File: src/i2cms_pkg.sv
// Package of register offsets, field positions and timing constants for the I2C stop/baud/status block.
`default_nettype none
package i2cms_pkg;
    // Register byte addresses on the AXI4-Lite bus.
    localparam logic [4:0] OFF_STATUS  = 5'h00;
    localparam logic [4:0] OFF_BUFFER  = 5'h04;
    localparam logic [4:0] OFF_CTRL1   = 5'h08;
    localparam logic [4:0] OFF_CTRL2   = 5'h0c;
    localparam logic [4:0] OFF_CTRL3   = 5'h10;
    localparam logic [4:0] OFF_RELOAD  = 5'h14;
    localparam logic [4:0] OFF_MASK    = 5'h18;
    localparam logic [4:0] OFF_EVENTS  = 5'h1c;
    // Status field positions.
    localparam int ST_SAMPLE = 7;
    localparam int ST_EDGE   = 6;
    localparam int ST_DATA   = 5;
    localparam int ST_STOP   = 4;
    localparam int ST_START  = 3;
    localparam int ST_RW     = 2;
    localparam int ST_UA     = 1;
    localparam int ST_BF     = 0;
    // Control one and two field positions.
    localparam int C1_EN     = 5;
    localparam int C2_ACK    = 4;
    localparam int C2_RCV    = 3;
    localparam int C2_STOP   = 2;
    localparam int C2_RST    = 1;
    localparam int C2_START  = 0;
    // Mode codes in control one low nibble.
    localparam logic [3:0] MODE_I2C_MASTER = 4'h8;
    localparam logic [3:0] MODE_SPI_BRG    = 4'ha;
    // Instruction cycle is one quarter of the oscillator rate.
    localparam logic [1:0] CY_DIV_LAST = 2'h3;
    localparam logic [7:0] RESET_BYTE  = 8'h00;
    // AXI responses.
    localparam logic [1:0] RESP_OKAY   = 2'h0;
    localparam logic [1:0] RESP_SLVERR = 2'h2;

    // Stop sequence states.
    typedef enum logic [2:0] {
        ST_IDLE     = 3'b000,
        ST_SDA_LOW  = 3'b001,
        ST_SCL_REL  = 3'b010,
        ST_SCL_HIGH = 3'b011,
        ST_SDA_REL  = 3'b100,
        ST_FINAL    = 3'b101
    } i2cms_stop_e;

    // Open-drain line drive to the pads.
    typedef struct packed {
        logic scl_oe;
        logic sda_oe;
    } i2cms_drive_s;
endpackage : i2cms_pkg
`default_nettype wire

File: src/i2cms_top.sv
// Stop generation with collision check, shared baud counter and port status over AXI4-Lite.
`default_nettype none
module i2cms_top
    import i2cms_pkg::*;
(
    // Clock and reset.
    input  wire logic        mclk,
    input  wire logic        rst,
    // AXI4-Lite slave.
    input  wire logic [4:0]  s_axi_awaddr,
    input  wire logic        s_axi_awvalid,
    output logic             s_axi_awready,
    input  wire logic [31:0] s_axi_wdata,
    input  wire logic [3:0]  s_axi_wstrb,
    input  wire logic        s_axi_wvalid,
    output logic             s_axi_wready,
    output logic [1:0]       s_axi_bresp,
    output logic             s_axi_bvalid,
    input  wire logic        s_axi_bready,
    input  wire logic [4:0]  s_axi_araddr,
    input  wire logic        s_axi_arvalid,
    output logic             s_axi_arready,
    output logic [31:0]      s_axi_rdata,
    output logic [1:0]       s_axi_rresp,
    output logic             s_axi_rvalid,
    input  wire logic        s_axi_rready,
    // I2C lines, open drain.
    input  wire logic        scl_in,
    output logic             scl_out,
    output logic             scl_oe,
    input  wire logic        sda_in,
    output logic             sda_out,
    output logic             sda_oe,
    // Events from the shifter, detector and slave logic.
    input  wire logic        start_seen,
    input  wire logic        stop_seen,
    input  wire logic        byte_done,
    input  wire logic        byte_is_data,
    input  wire logic        byte_received,
    input  wire logic        tx_data_active,
    input  wire logic        addr_match,
    input  wire logic        addr_rw,
    input  wire logic        nack_seen,
    input  wire logic        addr_update,
    input  wire logic        buffer_read,
    input  wire logic        op_done,
    // Outputs to the shifter and pads.
    output logic             baud_tick,
    output logic             spi_sample_end,
    output logic             spi_tx_active_edge,
    output logic             slew_disable,
    output logic             smbus_levels,
    output logic             port_busy
);

    logic [7:0]  shift_buffer;
    logic [7:0]  port_control_one;
    logic [7:0]  port_control_two;
    logic [7:0]  port_control_three;
    logic [7:0]  baud_reload_address;
    logic [7:0]  address_mask;
    logic [1:0]  sample_edge;
    logic        collision_flag;
    logic        last_data, stop_last, start_last, dir_bit, update_flag, buffer_full;
    logic        tx_busy;
    logic [7:0]  baud_counter;
    logic        counting;
    logic [1:0]  cy_div;
    logic        cy_en;
    logic        expired;
    logic        scl_s1, scl_s2, sda_s1, sda_s2;
    i2cms_stop_e stop_state;
    i2cms_drive_s drive;
    logic        collide;
    logic        stop_clear;
    logic        aw_hold, w_hold;
    logic [4:0]  aw_addr;
    logic [31:0] w_data;
    logic        wr_fire;
    logic        buf_wr;
    logic        port_enable;
    logic        master_mode;

    assign port_enable = port_control_one[C1_EN];
    assign master_mode = port_control_one[3:0] == MODE_I2C_MASTER;

    // Two-stage synchronisers for the bus lines.
    always_ff @(posedge mclk or posedge rst)
    begin
        if (rst)
        begin
            scl_s1 <= 1'b1;
            scl_s2 <= 1'b1;
            sda_s1 <= 1'b1;
            sda_s2 <= 1'b1;
        end
        else
        begin
            scl_s1 <= scl_in;
            scl_s2 <= scl_s1;
            sda_s1 <= sda_in;
            sda_s2 <= sda_s1;
        end
    end

    // AXI write channel: address and data taken in either order.
    assign s_axi_awready = !aw_hold && !s_axi_bvalid;
    assign s_axi_wready  = !w_hold && !s_axi_bvalid;
    assign wr_fire       = aw_hold && w_hold;
    always_ff @(posedge mclk or posedge rst)
    begin
        if (rst)
        begin
            aw_hold      <= 1'b0;
            w_hold       <= 1'b0;
            aw_addr      <= '0;
            w_data       <= '0;
            s_axi_bvalid <= 1'b0;
            s_axi_bresp  <= RESP_OKAY;
        end
        else
        begin
            if (s_axi_awvalid && s_axi_awready)
            begin
                aw_hold <= 1'b1;
                aw_addr <= s_axi_awaddr;
            end
            if (s_axi_wvalid && s_axi_wready)
            begin
                w_hold <= 1'b1;
                w_data <= s_axi_wdata;
            end
            if (wr_fire)
            begin
                aw_hold      <= 1'b0;
                w_hold       <= 1'b0;
                s_axi_bvalid <= 1'b1;
                s_axi_bresp  <= (aw_addr > OFF_EVENTS || aw_addr[1:0] != 2'h0)
                                ? RESP_SLVERR : RESP_OKAY;
            end
            else if (s_axi_bvalid && s_axi_bready)
                s_axi_bvalid <= 1'b0;
        end
    end

    // Strobe into the written register; byte lane zero carries the data.
    logic wr_lane;
    assign wr_lane = wr_fire && s_axi_wstrb[0];
    assign buf_wr  = wr_lane && aw_addr == OFF_BUFFER;

    // Plain software registers.
    always_ff @(posedge mclk or posedge rst)
    begin
        if (rst)
        begin
            port_control_one    <= RESET_BYTE;
            port_control_three  <= RESET_BYTE;
            baud_reload_address <= RESET_BYTE;
            address_mask        <= RESET_BYTE;
            shift_buffer        <= RESET_BYTE;
            sample_edge         <= 2'h0;
        end
        else if (wr_lane)
        begin
            case (aw_addr)
                OFF_CTRL1:  port_control_one    <= w_data[7:0];
                OFF_CTRL3:  port_control_three  <= w_data[7:0];
                OFF_RELOAD: baud_reload_address <= w_data[7:0];
                OFF_MASK:   address_mask        <= w_data[7:0];
                OFF_BUFFER: shift_buffer        <= w_data[7:0];
                OFF_STATUS: sample_edge         <= w_data[ST_SAMPLE:ST_EDGE];
                default:    ;
            endcase
        end
    end

    // Mode-dependent meanings of sample phase and edge select.
    assign spi_sample_end     = !master_mode && sample_edge[1];
    assign slew_disable       = master_mode && sample_edge[1];
    assign spi_tx_active_edge = !master_mode && sample_edge[0];
    assign smbus_levels       = master_mode && sample_edge[0];

    // Sequence request bits; hardware clears stop on completion or collision.
    always_ff @(posedge mclk or posedge rst)
    begin
        if (rst)
            port_control_two <= RESET_BYTE;
        else if (!port_enable)
            port_control_two <= RESET_BYTE;
        else if (collide)
            port_control_two[C2_ACK:C2_START] <= '0;
        else if (stop_clear)
            port_control_two[C2_STOP] <= 1'b0;
        else if (wr_lane && aw_addr == OFF_CTRL2)
            port_control_two <= w_data[7:0] | {3'h0, port_control_two[4:0]};
        else if (op_done)
            port_control_two[C2_RCV] <= 1'b0;
    end

    // Instruction cycle enable: one pulse per four oscillator cycles.
    always_ff @(posedge mclk or posedge rst)
    begin
        if (rst)
            cy_div <= 2'h0;
        else
            cy_div <= cy_div + 2'h1;
    end
    assign cy_en = cy_div == CY_DIV_LAST;

    // Shared baud counter, reloaded at each expiry so one reload per tick period.
    logic stop_load;
    always_ff @(posedge mclk or posedge rst)
    begin
        if (rst)
        begin
            baud_counter <= RESET_BYTE;
            counting     <= 1'b0;
        end
        else if (buf_wr || stop_load)
        begin
            baud_counter <= baud_reload_address;
            counting     <= 1'b1;
        end
        else if (op_done || collide || !port_enable)
            counting <= 1'b0;
        else if (counting && cy_en)
        begin
            if (baud_counter == RESET_BYTE)
                baud_counter <= baud_reload_address;
            else
                baud_counter <= baud_counter - 8'h01;
        end
    end
    assign expired   = counting && cy_en && baud_counter == RESET_BYTE;
    assign baud_tick = expired;

    // Stop sequence with collision detection.
    always_ff @(posedge mclk or posedge rst)
    begin
        if (rst)
        begin
            stop_state <= ST_IDLE;
            drive      <= '0;
        end
        else if (!port_enable || collide)
        begin
            stop_state <= ST_IDLE;
            drive      <= '0;
        end
        else
        begin
            case (stop_state)
                ST_IDLE:
                    if (master_mode && port_control_two[C2_STOP])
                    begin
                        stop_state <= ST_SDA_LOW;
                        drive      <= '{scl_oe: 1'b1, sda_oe: 1'b1};
                    end
                ST_SDA_LOW:
                    if (!sda_s2)
                    begin
                        stop_state   <= ST_SCL_REL;
                        drive.scl_oe <= 1'b0;
                    end
                ST_SCL_REL:
                    if (scl_s2)
                        stop_state <= ST_SCL_HIGH;
                ST_SCL_HIGH:
                    if (expired)
                    begin
                        stop_state   <= ST_SDA_REL;
                        drive.sda_oe <= 1'b0;
                    end
                ST_SDA_REL:
                    if (expired)
                        stop_state <= ST_FINAL;
                ST_FINAL:
                    stop_state <= ST_IDLE;
                default:
                    stop_state <= ST_IDLE;
            endcase
        end
    end
    assign stop_load  = stop_state == ST_SCL_REL && scl_s2;
    assign stop_clear = stop_state == ST_FINAL;
    // SDA low after release plus count, or SCL low before SDA release.
    assign collide = (stop_state == ST_SDA_REL && expired && !sda_s2)
                  || (stop_state == ST_SCL_HIGH && !scl_s2);
    assign scl_out = 1'b0;
    assign sda_out = 1'b0;
    assign scl_oe  = drive.scl_oe;
    assign sda_oe  = drive.sda_oe;

    // Sticky collision flag; software writes one to clear, a new event wins.
    always_ff @(posedge mclk or posedge rst)
    begin
        if (rst)
            collision_flag <= 1'b0;
        else if (collide)
            collision_flag <= 1'b1;
        else if (wr_lane && aw_addr == OFF_EVENTS && w_data[0])
            collision_flag <= 1'b0;
    end

    // Start and stop most-recent flags.
    always_ff @(posedge mclk or posedge rst)
    begin
        if (rst)
        begin
            start_last <= 1'b0;
            stop_last  <= 1'b0;
        end
        else if (!port_enable)
        begin
            start_last <= 1'b0;
            stop_last  <= 1'b0;
        end
        else if (stop_seen || stop_clear)
        begin
            stop_last  <= 1'b1;
            start_last <= 1'b0;
        end
        else if (start_seen)
        begin
            start_last <= 1'b1;
            stop_last  <= 1'b0;
        end
    end

    // Data/address, direction, address update and transmit state.
    always_ff @(posedge mclk or posedge rst)
    begin
        if (rst)
        begin
            last_data   <= 1'b0;
            dir_bit     <= 1'b0;
            update_flag <= 1'b0;
            tx_busy     <= 1'b0;
        end
        else
        begin
            if (byte_done)
                last_data <= byte_is_data;
            if (addr_match)
                dir_bit <= addr_rw;
            else if (start_seen || stop_seen || nack_seen)
                dir_bit <= 1'b0;
            if (addr_update)
                update_flag <= 1'b1;
            else if (wr_lane && aw_addr == OFF_RELOAD)
                update_flag <= 1'b0;
            tx_busy <= master_mode && tx_data_active && !collide;
        end
    end

    // Buffer full: set on receive, held during data transmit, event wins.
    always_ff @(posedge mclk or posedge rst)
    begin
        if (rst)
            buffer_full <= 1'b0;
        else if (byte_received || (tx_data_active && !collide))
            buffer_full <= 1'b1;
        else if (buffer_read || collide || (!tx_data_active && tx_busy))
            buffer_full <= 1'b0;
    end

    assign port_busy = (master_mode ? tx_busy : 1'b0)
                     | (|port_control_two[C2_ACK:C2_START]);

    // Status byte as software sees it.
    logic [7:0] status_byte;
    assign status_byte = {sample_edge, last_data, stop_last, start_last,
                          master_mode ? tx_busy : dir_bit, update_flag, buffer_full};

    // AXI read channel; one cycle to the answer.
    assign s_axi_arready = !s_axi_rvalid;
    always_ff @(posedge mclk or posedge rst)
    begin
        if (rst)
        begin
            s_axi_rvalid <= 1'b0;
            s_axi_rdata  <= '0;
            s_axi_rresp  <= RESP_OKAY;
        end
        else if (s_axi_arvalid && s_axi_arready)
        begin
            s_axi_rvalid <= 1'b1;
            s_axi_rresp  <= RESP_OKAY;
            case (s_axi_araddr)
                OFF_STATUS: s_axi_rdata <= {24'h0, status_byte};
                OFF_BUFFER: s_axi_rdata <= {24'h0, shift_buffer};
                OFF_CTRL1:  s_axi_rdata <= {24'h0, port_control_one};
                OFF_CTRL2:  s_axi_rdata <= {24'h0, port_control_two};
                OFF_CTRL3:  s_axi_rdata <= {24'h0, port_control_three};
                OFF_RELOAD: s_axi_rdata <= {24'h0, baud_reload_address};
                OFF_MASK:   s_axi_rdata <= {24'h0, address_mask};
                OFF_EVENTS: s_axi_rdata <= {31'h0, collision_flag};
                default:
                begin
                    s_axi_rdata <= '0;
                    s_axi_rresp <= RESP_SLVERR;
                end
            endcase
        end
        else if (s_axi_rvalid && s_axi_rready)
            s_axi_rvalid <= 1'b0;
    end
endmodule : i2cms_top
`default_nettype wire

File: config.mk
export PLATFORM = sky130hd
export DESIGN_NAME = i2cms_top
export DESIGN_NICKNAME = d
export VERILOG_FILES = /design/src/i2cms_pkg.sv /design/src/i2cms_top.sv
export SDC_FILE = /design/constraint.sdc
export NUM_CORES = 1
export LEC_CHECK = 0
export ABC_AREA = 1
export BUFFER_PORTS_ARGS = -buffer_cell sky130_fd_sc_hd__buf_4
export CELL_PAD_IN_SITES_DETAIL_PLACEMENT = 1
export CELL_PAD_IN_SITES_GLOBAL_PLACEMENT = 2
export CORE_ASPECT_RATIO = 0.75
export CORE_UTILIZATION = 28
export DETAILED_ROUTE_END_ITERATION = 12
export GPL_ROUTABILITY_DRIVEN = 0
export PLACE_DENSITY_LB_ADDON = 0.1
export REMOVE_ABC_BUFFERS = 1
export SLEW_MARGIN = 25
export SYNTH_ARGS = -nofsm -noshare
export SYNTH_HDL_FRONTEND = slang
export SYNTH_SLANG_ARGS = --single-unit
File: constraint.sdc
create_clock -name mclk -period 3.3 [get_ports mclk]
set_clock_uncertainty 0.05 [all_clocks]
set_input_delay 0.33 -clock mclk [delete_from_list [all_inputs] [get_ports mclk]]
set_output_delay 0.33 -clock mclk [all_outputs]
set_load 0.05 [all_outputs]
-- Word level (Yosys, flattened, before mapping)
Cells that the tools add are included.
- add/sub/neg operators: 2
- order comparisons: 1
- equal/unequal tests: 35
- mux-type cells: 56
- bitwise gates (word level): 2
- reduce and logical (&&, ||, !) cells: 83
- operators with widths (kind ; number):
    8-bit case mux with 8 select lines ; 1
    5-bit == test, second input constant ; 8
    8-bit two-way mux ; 5
    1-bit two-way mux ; 31
    1-bit logical AND ; 29
    3-bit two-way mux ; 8
    2-bit nonzero test ; 11
    5-bit by 4-bit == test with 1-bit output, second input constant ; 4
    3-bit inequality test, second input constant ; 6
    2-bit AND reduction ; 9
    3-bit case mux with 5 select lines ; 1
    1-bit logical OR ; 12
    5-bit by 3-bit == test with 1-bit output, second input constant ; 2
    1-bit zero test ; 10
    5-bit zero test ; 2
    2-bit two-way mux ; 5
    5-bit two-way mux ; 2
    3-bit AND reduction ; 3
    8-bit zero test ; 1
    8-bit by 5-bit OR with 8-bit output ; 1
    8-bit OR reduction ; 1
    8-bit by 1-bit subtractor with 8-bit output, second input constant ; 1
    3-bit by 2-bit == test with 1-bit output, second input constant ; 2
    3-bit == test, second input constant ; 2
    other kinds (18) ; 22
- register bits: 131
- input bits: 67
- word-level logic and storage cells: 216

-- Longest topological paths before layout
- depth in word-level cells: 10
- mapped depth: 11
- depth with buffers taken out: 11

-- Worst setup path after synthesis
No wires, ideal clock.
- path type: register to register
- start: register s_axi_bvalid
- end: register w_data[7]
- library setup time: 0.133 ns
- data arrival time: 2.036 ns
- required time: 3.117 ns
- path slack: 1.081 ns
- cell stages (with the launch flop): 6
- path buffers: 1
- clock period less this slack: 2.219 ns
- path through: dfrtp_1 nor2_1 nand2_1 clkbuf_1 nor2_1 a21oi_1
- longest elaborated chain between the ends: 3
- RTL lines (what ; line ; text):
    start, declared ; i2cms_top.sv:18 ; output logic s_axi_bvalid,
    start signal, assigned ; i2cms_top.sv:118 ; s_axi_bvalid <= 1'b0;
    start signal, assigned ; i2cms_top.sv:137 ; s_axi_bvalid <= 1'b1;
    start signal, assigned ; i2cms_top.sv:142 ; s_axi_bvalid <= 1'b0;
    1-bit zero test ; i2cms_top.sv:108 ; assign s_axi_wready = !w_hold && !s_axi_bvalid;
    1-bit logical AND ; i2cms_top.sv:108 ;
    via s_axi_wready ; i2cms_top.sv:16 ; output logic s_axi_wready,
    1-bit logical AND ; i2cms_top.sv:128 ; if (s_axi_wvalid && s_axi_wready)
    end signal, assigned ; i2cms_top.sv:131 ; w_data <= s_axi_wdata;
    end, declared ; i2cms_top.sv:78 ; logic [31:0] w_data;
The timed path passes the listed nets, and every way through them passes these cells.
A chain may end at the register's enable or synchronous reset.

-- Worst setup path in the final report
- start: register baud_counter[0]
- end: output baud_tick
- longest elaborated chain between the ends: 2
- RTL lines (what ; line ; text):
    start, declared ; i2cms_top.sv:66 ; logic [7:0] baud_counter;
    start signal, assigned ; i2cms_top.sv:221 ; baud_counter <= baud_reload_address;
    start signal, assigned ; i2cms_top.sv:229 ; baud_counter <= baud_reload_address;
    start signal, assigned ; i2cms_top.sv:231 ; baud_counter <= baud_counter - 8'h01;
    8-bit zero test ; i2cms_top.sv:234 ; assign expired = counting && cy_en && baud_counter == RESET_BYTE;
    1-bit logical AND ; i2cms_top.sv:234 ;
    end, declared ; i2cms_top.sv:48 ; output logic baud_tick,
Every way passes these cells.

==> flow_metrics.py <==
metrics = {
    "outcome": {
        "status": "finished clean",
    },
    "sta": {
        "worst_slew_pin_slew_ns": 0.770,
        "slew_headroom_pct": 48.7,
        "fmax_mhz": 435,
        "finalCritPeriodShare_pct": 69.7,
        "rsz0062_at_grt": "no",
        "hold_ws_ns": 0.0611,
        "tns_ns": 0,
        "setup_violations": 0,
        "drv_slew": 0,
        "fin_crit_ns": 2.30,
        "hold_viol": 0,
    },
    "cts": {
        "path_clk_slew_ns": 0.07,
        "post_cts_buffers": 0,
        "clock_latency_ns": 0.36,
        "clk_path_buf_depth": 2,
        "cts_tree": "built",
        "root_buffer": "clkbuf_16",
        "cts_inserted_buffers": 9,
        "ctsResizeCount": 0,
        "cts.sinks": 105,
        "h-tree-depth": 3,
    },
    "synthesis": {
        "synthTopCellsByArea": "dfrtp_1 (48%), nand2_1 (12%), o21ai_0 (6.8%), inv_1 (5.7%), nor2_1 (4.3%)",
        "synth_edf_count": 0,
        "syn_inst": 646,
        "async_flop_share_pct": 100,
        "ys_ff_latch": 105,
        "yosysTopAreaCell": "dfrtp_1",
        "synthFlopType": "dfrtp_1",
        "yosysSeqAreaShare_pct": 50.4,
        "ys_warn_count": 0,
        "synth_cell_types": 38,
        "yosys.area.top_type_share_pct": 48.4,
        "syn_avg_cell_area_um2": 8.08,
        "syn_area_mm2": 0.00522,
    },
    "hold_path": {
        "hold_path_class": "input port to asynchronous set/reset pin",
    },
    "global_routing": {
        "gr-total-overflow": 0,
        "grt_max_degree": 59,
        "grt_pass1_vias": 4417,
        "grt_pass1_wl_um": 24400,
        "track_usage_pct": 16.7,
        "antenna_found_initial": 0,
    },
    "drt": {
        "drt_wl_total_um": 14800,
        "vias_per_cell": 4.48,
        "drtAntennaViolNets": 0,
        "vias": 4289,
        "dr.pass1.iters": 4,
        "wire_per_inst_um": 15.5,
        "remaining_drc_errors": 0,
        "drtIter0Drc": 233,
    },
    "job": {
        "max-cap-violations": 0,
    },
    "floorplan": {
        "core_mm2": 0.0180,
        "io_pins": 118,
        "die_w_um": 160,
        "die-area_mm2": 0.0192,
        "rows": 42,
        "start_util_pct": 29.1,
        "fp.dieH_um": 120,
    },
    "layout": {
        "nets": 780,
        "multiInputGateArea_mm2": 0.00211,
        "nFillCells": 2200,
        "drive_gt1_share_pct": 15.9,
        "insertedDiodeCount": 0,
        "syn2layout_area_growth_pct": 18.4,
        "regArea_mm2": 0.00263,
    },
    "pwr": {
        "powerDensity_mw_per_mm2": 602,
        "ir_drop_uv": 367,
        "p_leak_nw": 3.03,
    },
    "critical_path": {
        "end_kind": "output port",
        "worst_setup_path_start_kind": "flip-flop",
        "r2r_cells": 10,
        "worstPathArrival_ns": 1.92,
        "crit_fanout": 5,
        "cp.required_ns": 2.92,
        "critical_path_class": "flip-flop to output port",
    },
    "place": {
        "hpwl_um": 11300,
        "portBuffers": 62,
    },
}
==> final timing paths <==
kind	slack, ns	end	startpoint
worst max register to register	1.27	stop_state[1]$_DFFE_PP0P_	baud_counter[0]$_DFFE_PP0P_
max in group asynchronous	2.40	address_mask[4]$_DFFE_PP0P_	rst
worst min register to register	0.31	sda_s2$_DFF_PP1_	sda_s1$_DFF_PP1_
min in group mclk	0.10	s_axi_rvalid$_DFFE_PP0P_	s_axi_rready
worst max-delay path	1.0	baud_tick	baud_counter[0]$_DFFE_PP0P_
worst min-delay path	0.06	w_data[5]$_DFFE_PP0P_	rst
==> power breakdown <==
part           total (mW)  switching [mW]  internal [mW]
clock                1.14           0.517          0.619
combinational       0.908           0.670          0.238
sequential           1.68           0.150           1.53
==> worst max-delay path, cell delays in order, from the launching register on <==
cell	delay, ns
dfrtp_1	0.40
inv_1	0.10
ha_1	0.28
nand2_1	0.13
nor2_2	0.19
nand3_1	0.18
inv_1	0.09
buf_4	0.19
==> final cells by class <==
cell class	count	area share, %
clock buffer	10	3.86
timing repair buffer	66	8.30
tap	242	4.90
multi-input combinational	445	34.1
inverter	84	5.14
sequential	105	42.6
clock inverter	6	1.17
==> metal layers <==
| metal | track usage [%] | vias up | share of wire (%) | wire length, um |
|---|---|---|---|---|
| met5 | 0 | - | 0 | 0 |
| met2 | 24.4 | 89 | 43 | 6330 |
| met3 | 4.67 | 5 | 5.1 | 757 |
| met1 | 24.3 | 2057 | 51 | 7640 |
| met4 | 3.43 | 0 | 0.78 | 115 |
| li1 | - | 2138 | - | - |
==> synth_stat cells (3+ instances only) <==
library cell and instances:
o22ai_1 12, nor2_1 60, nor2_2 7, nor3_1 6, o21ai_1 4, nand2_1 169
nand4_1 10, nand3_1 27, dfrtp_1 101, nand3_2 3, buf_4 29, nand2_2 4
inv_1 80, dfstp_2 4, inv_2 4, nand2_8 3, clkbuf_1 8, o21ai_0 71
a21oi_1 20
==> cells by family (layout without fill, tap and decap cells) <==
family                   Yosys count  count (layout)  synth area share [%]
adder cells (fa/ha/maj)            2               2                 0.479
flip-flops                       105             105                  50.4
multiplexers                       1               1                 0.216
AND/OR/NAND/NOR                  299             299                  25.8
other                              1              28                0.0718
buffers and inverters            123             166                  11.2
AO/OA/AOI/OAI                    112             112                  11.4
XOR/XNOR                           3               3                 0.503
==> registers in the layout (all words and copies together) (netlist names), 3 cells and up <==
name	cells
w_data	8
s_axi_rdata	8
port_control_two	8
port_control_one	8
stop_state	3
port_control_three	8
baud_counter	8
address_mask	8
shift_buffer	8
aw_addr	5
baud_reload_address	8
==> cell usage in the layout (no fill, tap or decap), types with 2 or more instances in the layout <==
cell type and instances:
and3_1 2, nand2_2 4, o21ai_0 71, nand2_1 169
inv_2 4, xnor2_1 2, buf_4 63, nand3_2 3
a21oi_1 20, nand3_1 27, nand4_1 10, o22ai_1 12
nor2_1 60, clkbuf_16 9, dlygate4sd3_1 2, dfrtp_1 101
inv_1 79, o21ai_1 4, ha_1 2, inv_6 3
nand2_8 3, nand4_2 2, nor2_2 7, dfstp_2 4
conb_1 28, nor3_1 6
==> metrics by stage <==
stage                     setup slack (ns)  util [%]  total power [mW]  area (um2)  instances
after detailed placement              1.25      32.6              2.63        5850        940
after floorplan                      0.166         -              2.28        5050        634
after global routing                 0.786      34.4              3.97        6180        958
after CTS                            0.955      34.3              3.79        6160        956
final                                 1.00      34.4              3.72        6180        958
after global placement                1.28      32.6              2.60        5850        940
==> repair_timing <==
| item | CTS | global route |
|---|---|---|
| setup endpoints to repair | 0 | 0 |
| endpoints found under the hold margin | 0 | 2 |
| hold buffers | 0 | 2 |
Power figures use the tool's default switching activity.
